File: src/inc/qcor_pkg.sv
/*
 * Shared constants, carrier types and helpers for the Q-channel trim register bank.
 * Assumes one 100 MHz clock with a synchronous active-high reset. The serial
 * control pins are asynchronous to that clock.
 */
package qcor_pkg;

    // ------------------------------------------------------------------
    // Register map
    // ------------------------------------------------------------------
    localparam logic [3:0] QCOR_ADDR_OFFSET = 4'ha;
    localparam logic [3:0] QCOR_ADDR_FSR = 4'hb;
    localparam logic [15:0] QCOR_RST_OFFSET = 16'h0000;
    localparam logic [15:0] QCOR_RST_FSR = 16'h4000;
    localparam logic [15:0] QCOR_RD_UNMAPPED = 16'h0000;

    // ------------------------------------------------------------------
    // Field layout
    // ------------------------------------------------------------------
    localparam int QCOR_OFS_SIGN_POS = 12;
    localparam int QCOR_OFS_MAG_MSB = 11;
    localparam int QCOR_FSR_MSB = 14;
    localparam logic [14:0] QCOR_FSR_MID = 15'h4000;

    // ------------------------------------------------------------------
    // Serial frame: 8 header bits (bit 7 set for a read, bits 3:0 address),
    // then 16 data bits, most significant bit first.
    // ------------------------------------------------------------------
    localparam int QCOR_HDR_RW_POS = 7;
    localparam logic [3:0] QCOR_HDR_LAST = 4'h7;
    localparam logic [3:0] QCOR_DATA_LAST = 4'hf;
    localparam int QCOR_PIN_CS = 0;
    localparam int QCOR_PIN_SCLK = 1;
    localparam int QCOR_PIN_SDI = 2;

    // Serial engine states.
    typedef enum logic [2:0] {
        QCOR_ST_IDLE = 3'b000,
        QCOR_ST_HEADER = 3'b001,
        QCOR_ST_LOAD = 3'b010,
        QCOR_ST_DATA = 3'b011,
        QCOR_ST_DONE = 3'b100
    } qcor_state_t;

    // Trim settings presented to the converter core.
    typedef struct packed {
        logic offset_sign_bit;
        logic [11:0] offset_magnitude;
        logic [14:0] fullscale_magnitude;
    } qcor_trim_t;

    // One register write taken from the serial port.
    typedef struct packed {
        logic wr;
        logic [3:0] addr;
        logic [15:0] data;
    } qcor_wr_t;

    // Turns sign and magnitude into a two's complement offset code.
    function automatic logic [12:0] qcor_signed_offset(input logic sign, input logic [11:0] mag);
        logic [12:0] ext;
        ext = {1'b0, mag};
        qcor_signed_offset = sign ? 13'(-ext) : ext;
    endfunction : qcor_signed_offset

endpackage : qcor_pkg

File: src/design/qcor_regs.sv
/*
 * Q-channel offset and full-scale trim register bank behind the serial control port.
 * Assumes the serial engine delivers one-cycle write pulses and that the
 * extended control mode pin is asynchronous to mclk.
 */
// Function
// RQ1 - The host writes zeros to offset bits 15:13 and full-scale bit 15, which are stored as zero.
// RQ2 - Offset sign 0 gives a positive offset equal to the 12-bit magnitude.
// RQ3 - Offset sign 1 gives a negative offset of the same magnitude.
// RQ4 - Offset bits 11:0 are an unsigned magnitude, 0 for none up to 4095 for the largest.
// RQ5 - After reset the offset magnitude is zero, so no offset is applied.
// RQ6 - Full-scale bits 14:0 are an unsigned magnitude from code 0 to code 32767.
// RQ7 - After reset the full-scale field holds the mid code with only bit 14 set.
// RQ8 - The mid full-scale code in extended control mode equals the nominal range used outside it.
// RQ9 - Each register keeps its last write, drives the trim logic and reads back its value.
`timescale 1ns/1ps
`default_nettype none

module qcor_regs
    import qcor_pkg::*;
(
    input wire logic mclk, // System clock, 100 MHz.
    input wire logic sys_rst, // Synchronous reset, active high.
    input wire logic scs_n_pin, // Serial chip select, active low.
    input wire logic sclk_pin, // Serial clock.
    input wire logic sdi_pin, // Serial data in.
    input wire logic extended_control_mode_pin, // High selects the register-driven full-scale code.
    output logic sdo, // Serial data out.
    output logic sdo_oe_n, // Low while sdo is driven.
    output qcor_pkg::qcor_trim_t q_trim, // Stored trim fields.
    output logic [12:0] q_offset_signed, // Applied offset, two's complement.
    output logic [14:0] q_fullscale_code // Applied full-scale code.
);
    import qcor_pkg::*;

    // ------------------------------------------------------------------
    // Serial port and register storage
    // ------------------------------------------------------------------
    qcor_wr_t wr;
    logic [3:0] rd_addr;
    logic [15:0] rd_data;
    logic [12:0] offset_r, offset_nxt;
    logic [14:0] fsr_r, fsr_nxt;
    logic [2:0] ecm_sync_r, ecm_sync_nxt;
    logic ecm_r, ecm_nxt;
    qcor_trim_t trim_r, trim_nxt;
    logic [12:0] ofs_out_r, ofs_out_nxt;
    logic [14:0] fsc_out_r, fsc_out_nxt;

    qcor_serial_port i_qcor_serial_port (
        .mclk(mclk),
        .sys_rst(sys_rst),
        .scs_n_pin(scs_n_pin),
        .sclk_pin(sclk_pin),
        .sdi_pin(sdi_pin),
        .rd_data(rd_data),
        .rd_addr(rd_addr),
        .wr(wr),
        .sdo(sdo),
        .sdo_oe_n(sdo_oe_n)
    );

    // True for a write pulse aimed at the given register address.
    function automatic logic hits_reg(input qcor_wr_t w, input logic [3:0] addr);
        hits_reg = w.wr && (w.addr == addr);
    endfunction : hits_reg

    // Writes keep only the field bits; reserved bits are never stored.
    always_comb begin
        offset_nxt = offset_r;
        fsr_nxt = fsr_r;
        if (hits_reg(wr, QCOR_ADDR_OFFSET)) begin
            offset_nxt = wr.data[QCOR_OFS_SIGN_POS:0]; // see RQ1 see RQ4 see RQ9
        end
        if (hits_reg(wr, QCOR_ADDR_FSR)) begin
            fsr_nxt = wr.data[QCOR_FSR_MSB:0]; // see RQ1 see RQ6 see RQ9
        end
    end

    // Read mux; reserved bits and unmapped addresses read as zero.
    always_comb begin
        unique case (rd_addr)
            QCOR_ADDR_OFFSET: rd_data = {3'h0, offset_r}; // see RQ9
            QCOR_ADDR_FSR: rd_data = {1'h0, fsr_r}; // see RQ9
            default: rd_data = QCOR_RD_UNMAPPED;
        endcase
    end

    // ------------------------------------------------------------------
    // Trim outputs
    // ------------------------------------------------------------------

    // Mode pin synchroniser and the registered trim values for the core.
    always_comb begin
        ecm_sync_nxt = {ecm_sync_r[1:0], extended_control_mode_pin};
        ecm_nxt = (ecm_sync_r[1] == ecm_sync_r[2]) ? ecm_sync_r[2] : ecm_r;
        trim_nxt.offset_sign_bit = offset_r[QCOR_OFS_SIGN_POS];
        trim_nxt.offset_magnitude = offset_r[QCOR_OFS_MAG_MSB:0];
        trim_nxt.fullscale_magnitude = fsr_r;
        ofs_out_nxt = qcor_signed_offset(offset_r[QCOR_OFS_SIGN_POS],
            offset_r[QCOR_OFS_MAG_MSB:0]); // see RQ2 see RQ3
        fsc_out_nxt = ecm_r ? fsr_r : QCOR_FSR_MID; // see RQ8
    end

    // Register stage with reset values of the trim fields.
    always_ff @(posedge mclk) begin
        if (sys_rst) begin
            offset_r <= QCOR_RST_OFFSET[QCOR_OFS_SIGN_POS:0]; // see RQ5
            fsr_r <= QCOR_RST_FSR[QCOR_FSR_MSB:0]; // see RQ7
            ecm_sync_r <= '0;
            ecm_r <= 1'b0;
            trim_r <= {QCOR_RST_OFFSET[QCOR_OFS_SIGN_POS:0], QCOR_RST_FSR[QCOR_FSR_MSB:0]}; // see RQ7
            ofs_out_r <= '0;
            fsc_out_r <= QCOR_FSR_MID;
        end else begin
            offset_r <= offset_nxt;
            fsr_r <= fsr_nxt;
            ecm_sync_r <= ecm_sync_nxt;
            ecm_r <= ecm_nxt;
            trim_r <= trim_nxt;
            ofs_out_r <= ofs_out_nxt;
            fsc_out_r <= fsc_out_nxt;
        end
    end

    assign q_trim = trim_r;
    assign q_offset_signed = ofs_out_r;
    assign q_fullscale_code = fsc_out_r;
endmodule : qcor_regs

`default_nettype wire

File: src/design/qcor_serial_port.sv
/*
 * Serial control port engine: synchronises the pins, frames header and data,
 * issues one write pulse per write frame and shifts read data out.
 * Assumes the serial clock half period spans at least four mclk cycles and
 * that chip select falls at least four mclk cycles before the first clock edge.
 */
`timescale 1ns/1ps
`default_nettype none

module qcor_serial_port
    import qcor_pkg::*;
(
    input wire logic mclk, // System clock.
    input wire logic sys_rst, // Synchronous reset, active high.
    input wire logic scs_n_pin, // Chip select pin, active low.
    input wire logic sclk_pin, // Serial clock pin.
    input wire logic sdi_pin, // Serial data in pin.
    input wire logic [15:0] rd_data, // Read data for rd_addr.
    output logic [3:0] rd_addr, // Address of the frame under way.
    output qcor_pkg::qcor_wr_t wr, // One-cycle write pulse with address and data.
    output logic sdo, // Serial data out.
    output logic sdo_oe_n // Output enable for sdo, low while driving.
);
    import qcor_pkg::*;

    // ------------------------------------------------------------------
    // State
    // ------------------------------------------------------------------
    logic [2:0] s1_r, s1_nxt, s2_r, s2_nxt, s3_r, s3_nxt, st_r, st_nxt;
    logic sclk_prev_r, sclk_prev_nxt;
    qcor_state_t state_r, state_nxt;
    logic [3:0] cnt_r, cnt_nxt;
    logic [15:0] sh_r, sh_nxt, tx_r, tx_nxt;
    logic rw_r, rw_nxt, sdo_r, sdo_nxt, oe_n_r, oe_n_nxt;
    qcor_wr_t wr_r, wr_nxt;
    logic [3:0] rd_addr_r, rd_addr_nxt;
    logic rise, fall, cs_act;

    // ------------------------------------------------------------------
    // Next-state logic
    // ------------------------------------------------------------------

    // Three-stage pin synchroniser; a level counts once stages two and three agree.
    always_comb begin
        s1_nxt = {sdi_pin, sclk_pin, scs_n_pin};
        s2_nxt = s1_r;
        s3_nxt = s2_r;
        st_nxt = (~(s2_r ^ s3_r) & s3_r) | ((s2_r ^ s3_r) & st_r);
        sclk_prev_nxt = st_r[QCOR_PIN_SCLK];
    end

    assign rise = st_r[QCOR_PIN_SCLK] & ~sclk_prev_r;
    assign fall = ~st_r[QCOR_PIN_SCLK] & sclk_prev_r;
    assign cs_act = ~st_r[QCOR_PIN_CS];

    // Frame sequencer: header, one cycle to fetch read data, then data bits.
    always_comb begin
        state_nxt = state_r;
        cnt_nxt = cnt_r;
        sh_nxt = sh_r;
        tx_nxt = tx_r;
        rw_nxt = rw_r;
        sdo_nxt = sdo_r;
        oe_n_nxt = oe_n_r;
        rd_addr_nxt = rd_addr_r;
        wr_nxt = '0;
        if (!cs_act) begin
            state_nxt = QCOR_ST_IDLE;
            cnt_nxt = '0;
            oe_n_nxt = 1'b1;
        end else begin
            unique case (state_r)
                QCOR_ST_IDLE: begin
                    state_nxt = QCOR_ST_HEADER;
                    cnt_nxt = '0;
                end
                QCOR_ST_HEADER: begin
                    if (rise) begin
                        sh_nxt = {sh_r[14:0], st_r[QCOR_PIN_SDI]};
                        cnt_nxt = cnt_r + 4'h1;
                        if (cnt_r == QCOR_HDR_LAST) begin
                            state_nxt = QCOR_ST_LOAD;
                            rd_addr_nxt = {sh_r[2:0], st_r[QCOR_PIN_SDI]}; // Last header bit.
                        end
                    end
                end
                QCOR_ST_LOAD: begin
                    rw_nxt = sh_r[QCOR_HDR_RW_POS];
                    tx_nxt = rd_data;
                    cnt_nxt = '0;
                    state_nxt = QCOR_ST_DATA;
                end
                QCOR_ST_DATA: begin
                    if (fall && rw_r) begin
                        sdo_nxt = tx_r[15];
                        tx_nxt = {tx_r[14:0], 1'b0};
                        oe_n_nxt = 1'b0;
                    end
                    if (rise) begin
                        sh_nxt = {sh_r[14:0], st_r[QCOR_PIN_SDI]};
                        cnt_nxt = cnt_r + 4'h1;
                        if (cnt_r == QCOR_DATA_LAST) begin
                            state_nxt = QCOR_ST_DONE;
                            wr_nxt.wr = ~rw_r;
                            wr_nxt.addr = rd_addr_r;
                            wr_nxt.data = {sh_r[14:0], st_r[QCOR_PIN_SDI]};
                        end
                    end
                end
                QCOR_ST_DONE: begin
                    state_nxt = QCOR_ST_DONE;
                end
                default: begin
                    state_nxt = QCOR_ST_IDLE;
                end
            endcase
        end
    end

    // ------------------------------------------------------------------
    // Registers
    // ------------------------------------------------------------------

    // All state is registered here with a synchronous reset.
    always_ff @(posedge mclk) begin
        if (sys_rst) begin
            s1_r <= 3'h3;
            s2_r <= 3'h3;
            s3_r <= 3'h3;
            st_r <= 3'h3;
            sclk_prev_r <= 1'b1;
            state_r <= QCOR_ST_IDLE;
            cnt_r <= '0;
            sh_r <= '0;
            tx_r <= '0;
            rw_r <= 1'b0;
            sdo_r <= 1'b0;
            oe_n_r <= 1'b1;
            wr_r <= '0;
            rd_addr_r <= '0;
        end else begin
            s1_r <= s1_nxt;
            s2_r <= s2_nxt;
            s3_r <= s3_nxt;
            st_r <= st_nxt;
            sclk_prev_r <= sclk_prev_nxt;
            state_r <= state_nxt;
            cnt_r <= cnt_nxt;
            sh_r <= sh_nxt;
            tx_r <= tx_nxt;
            rw_r <= rw_nxt;
            sdo_r <= sdo_nxt;
            oe_n_r <= oe_n_nxt;
            wr_r <= wr_nxt;
            rd_addr_r <= rd_addr_nxt;
        end
    end

    assign wr = wr_r;
    assign rd_addr = rd_addr_r;
    assign sdo = sdo_r;
    assign sdo_oe_n = oe_n_r;

endmodule : qcor_serial_port

`default_nettype wire

File: config.mk
export PLATFORM = sky130hd
export DESIGN_NAME = qcor_regs
export DESIGN_NICKNAME = d
export VERILOG_FILES = /design/src/inc/qcor_pkg.sv /design/src/design/qcor_regs.sv /design/src/design/qcor_serial_port.sv
export SDC_FILE = /design/constraint.sdc
export NUM_CORES = 1
export LEC_CHECK = 0
export BUFFER_PORTS_ARGS = -buffer_cell sky130_fd_sc_hd__buf_2
export CORE_ASPECT_RATIO = 1.2
export CORE_MARGIN = 2
export CORE_UTILIZATION = 58
export DETAILED_ROUTE_END_ITERATION = 12
export PLACE_DENSITY = 0.79
export SLEW_MARGIN = 20
export SYNTH_ARGS = -nofsm -noshare
export SYNTH_HDL_FRONTEND = slang
export SYNTH_SLANG_ARGS = --single-unit
File: constraint.sdc
create_clock -name mclk -period 2.3 [get_ports mclk]
set_input_delay 0.23 -clock mclk [delete_from_list [all_inputs] [get_ports mclk]]
set_output_delay 0.23 -clock mclk [all_outputs]
set_load 0.1 [all_outputs]
==> flow_summary.ini <==
[floorplan]
die_area_mm2 = 0.01146
floorplan.initialDensity = 0.5913
chipHeight_um = 116.9
core_area_mm2 = 0.01041
placementRows = 41
die_width_um = 98.06
num_io_pins = 64

[logic_synthesis]
yosys-mux-area-fraction = 0.03434
postSynthRegisterBits = 164
synthArstFlopShare = 0
synth_area_leaders = dfxtp_1 (53%), nand3_1 (5.1%), a21oi_1 (4.4%)
syn_nets = 643
yosys_most_used_dff = dfxtp_1
post-synth-top-area-cell = dfxtp_1
postSynthCellCount = 635
synth-warning-count = 0
synthAdderAreaFrac = 0.004064
synthTopCellsByCount = dfxtp_1 (164), nand3_1 (63), a21oi_1 (54)
synth_compound_gate_area_share = 0.1705
yosysSeqAreaShare = 0.5332
post-synth-top-count-cell = dfxtp_1
synth_area_mm2 = 0.006157
post_synth_xor_area_fraction = 0.002845
post_synth.cell_area_avg_um2 = 9.696
netlist.area_leader.share = 0.5332
synth_enable_flop_cells = 0
combinational_family_with_the_most_area_after_synthesis = simple AND/OR/NAND/NOR gates
yosys.cell_types.count = 54
yosys.area_share.simple = 0.1975

[worst_setup_path]
timing.setup.critical_path_class = flop to flop
path_max_fanout = 10
data_arrival_critical_path_ns = 2.17
end_kind = flop
start_kind = flop
crit_required_ns = 2.61

[place]
place_congestion = 0.8551
dp_hpwl_mm = 8.781
pre_cts_ws_ns = 0.4828
io_buffer_count = 63

[timing]
finalHoldViolations = 0
final_critical_path_setup_slack_ns = 0.4354
worst_pin_slew_ns = 0.7605
finalSetupViolations = 0
period_utilization_post_route = 0.8107
tns_ns = 0
grt_setup_unrepaired = false
final.min_clock_period_ns = 1.865
slew_viol_final = 0
max_clock_freq_mhz = 536.3
post_route_skew_ns = 0.006449
max-slew-margin-rel = 0.4919

[pwr]
power_density_mw_per_mm2 = 824.8
leakage_power_total_uw = 0.002696
irDropWorstVdd_mv = 0.6001

[clock_network]
hold_buffers = 2
cts_num_sinks = 164
clk_root_buffer_cell = clkbuf_16
clk_pin_slew_worst_paths_ns = 0.06
cts.repair.resized = 0
numCtsBuffers = 17
cts_tree = done
clk-insertion-delay-late_ns = 0.42
clock_tree.buffer_depth = 2
ctsHtreeMaxLevel = 4
post_cts_setup_inserts = 0

[drt]
wire_per_inst_um = 16.51
detail-route-antenna-nets = 0
detail_route.wirelength_mm = 13.49
remaining_drc_errors = 0
drt_initial_violations = 460
via_total_after_detailed_routing = 4867
detailedRoute.firstPassIterationCount = 6
avgViaCountPerCell = 5.957

[cells_and_area]
ratio_of_cells_with_drive_above_1_in_the_final_layout = 0.2267
postLayoutCoreUtil = 0.6850
num-nets-final = 683
diodes = 0
synth_to_final_area_change_pct = 15.85

[global_route]
grt_max_degree = 47
grt_pass1_vias = 4403
first_pass_grt_wire_length_mm = 21.60
grt-ovfl-total = 0
globalRouteTotalUtil = 0.2388
antenna_violations_before_repair = 0

[outcome]
run_status = finished, final reports clean

[run]
cap_viol_max_count = 0

[hold_path]
worstHoldPathType = input port to flop
cell type report:
class / count / area [um2]
flip-flops and latches: 164 / 3283
clock inverters: 15 / 202.7
well taps: 129 / 161.4
multi-input cells: 388 / 2520
fillers: 788 / 3281
repair buffers: 80 / 450.4
clock buffers: 17 / 425.4
inverters: 24 / 90.09
metal layers:
layer	part of all wire	routed length (um)	global-route usage
met1	0.41	5496	0.2898
met2	0.49	6627	0.3941
met5	0	0	0
met4	0.039	525	0.1389
met3	0.062	841	0.05404
cell families after synthesis:
| kind of cell | after synthesis |
|---|---|
| compound gates | 160 |
| mux | 19 |
| simple gates | 205 |
| flops | 164 |
| fa+ha+maj | 2 |
| buf+inv | 83 |
| xor+xnor | 2 |
where the power goes:
group          total (uW)  switching, uW  leakage [uW]  internal, uW
logic                59.9           43.9       0.00107          16.0
registers            2850           3.42       0.00132          2850
clock network        2970           1150      0.000304          1830
final timing paths:
path	cells after the start	slack, ns	endpoint	start
worst max register to register	3	0.44	q_offset_signed[7]	offset_r[2]
worst min-delay path	2	0.03	ecm_sync_r[0]	extended_control_mode_pin
worst min register to register	1	0.41	i_qcor_serial_port.s2_r[0]	i_qcor_serial_port.s1_r[0]
worst max-delay path	3	0.44	q_offset_signed[7]	offset_r[2]
cell usage in the layout (no fill, tap or decap), drive strengths merged, types with 7 or more instances in the layout:
cell type / instances
dfxtp: 164
buf: 78
nand3: 63
a21oi: 54
o21ai: 53
and2: 35
nor2b: 33
inv: 27
a221oi: 26
mux2: 17
clkbuf: 17
nor2: 14
nand2: 8
or2: 8
a311oi: 7
flip-flops by register name, indices dropped and copies added, names as in the netlist, named ones only:
signal	flops
i_qcor_serial_port.s3_r	3
ecm_sync_r	3
offset_r	13
i_qcor_serial_port.sdo	1
fsr_r	15
i_qcor_serial_port.wr	20
i_qcor_serial_port.cnt_r	4
i_qcor_serial_port.rw_r	1
i_qcor_serial_port.state_r	3
i_qcor_serial_port.rd_addr	4
q_trim	28
i_qcor_serial_port.sdo_oe_n	1
i_qcor_serial_port.s2_r	3
q_offset_signed	12
i_qcor_serial_port.tx_r	16
i_qcor_serial_port.sh_r	14
i_qcor_serial_port.s1_r	3
i_qcor_serial_port.sclk_prev_r	1
q_fullscale_code	15
ecm_r	1
worst max-delay path: stages, from the launching register on:
cell     delay (ns)
dfxtp_1        0.41
or4_1          0.57
o41ai_1        0.39
mux2_2         0.39
metrics by stage:
stage	hold WS, ns	area (um2)	power (uW)	std cells
2_1_floorplan	0.3338	6157	2956	635
3_3_place_gp	0.3915	6485	2970	783
3_5_place_dp	0.3960	6485	2972	783
4_1_cts	0.01915	7133	5917	817
5_1_grt	0.02530	7133	6043	817
6_report	0.02619	7133	5883	817
(Power assumes the default switching activity.)
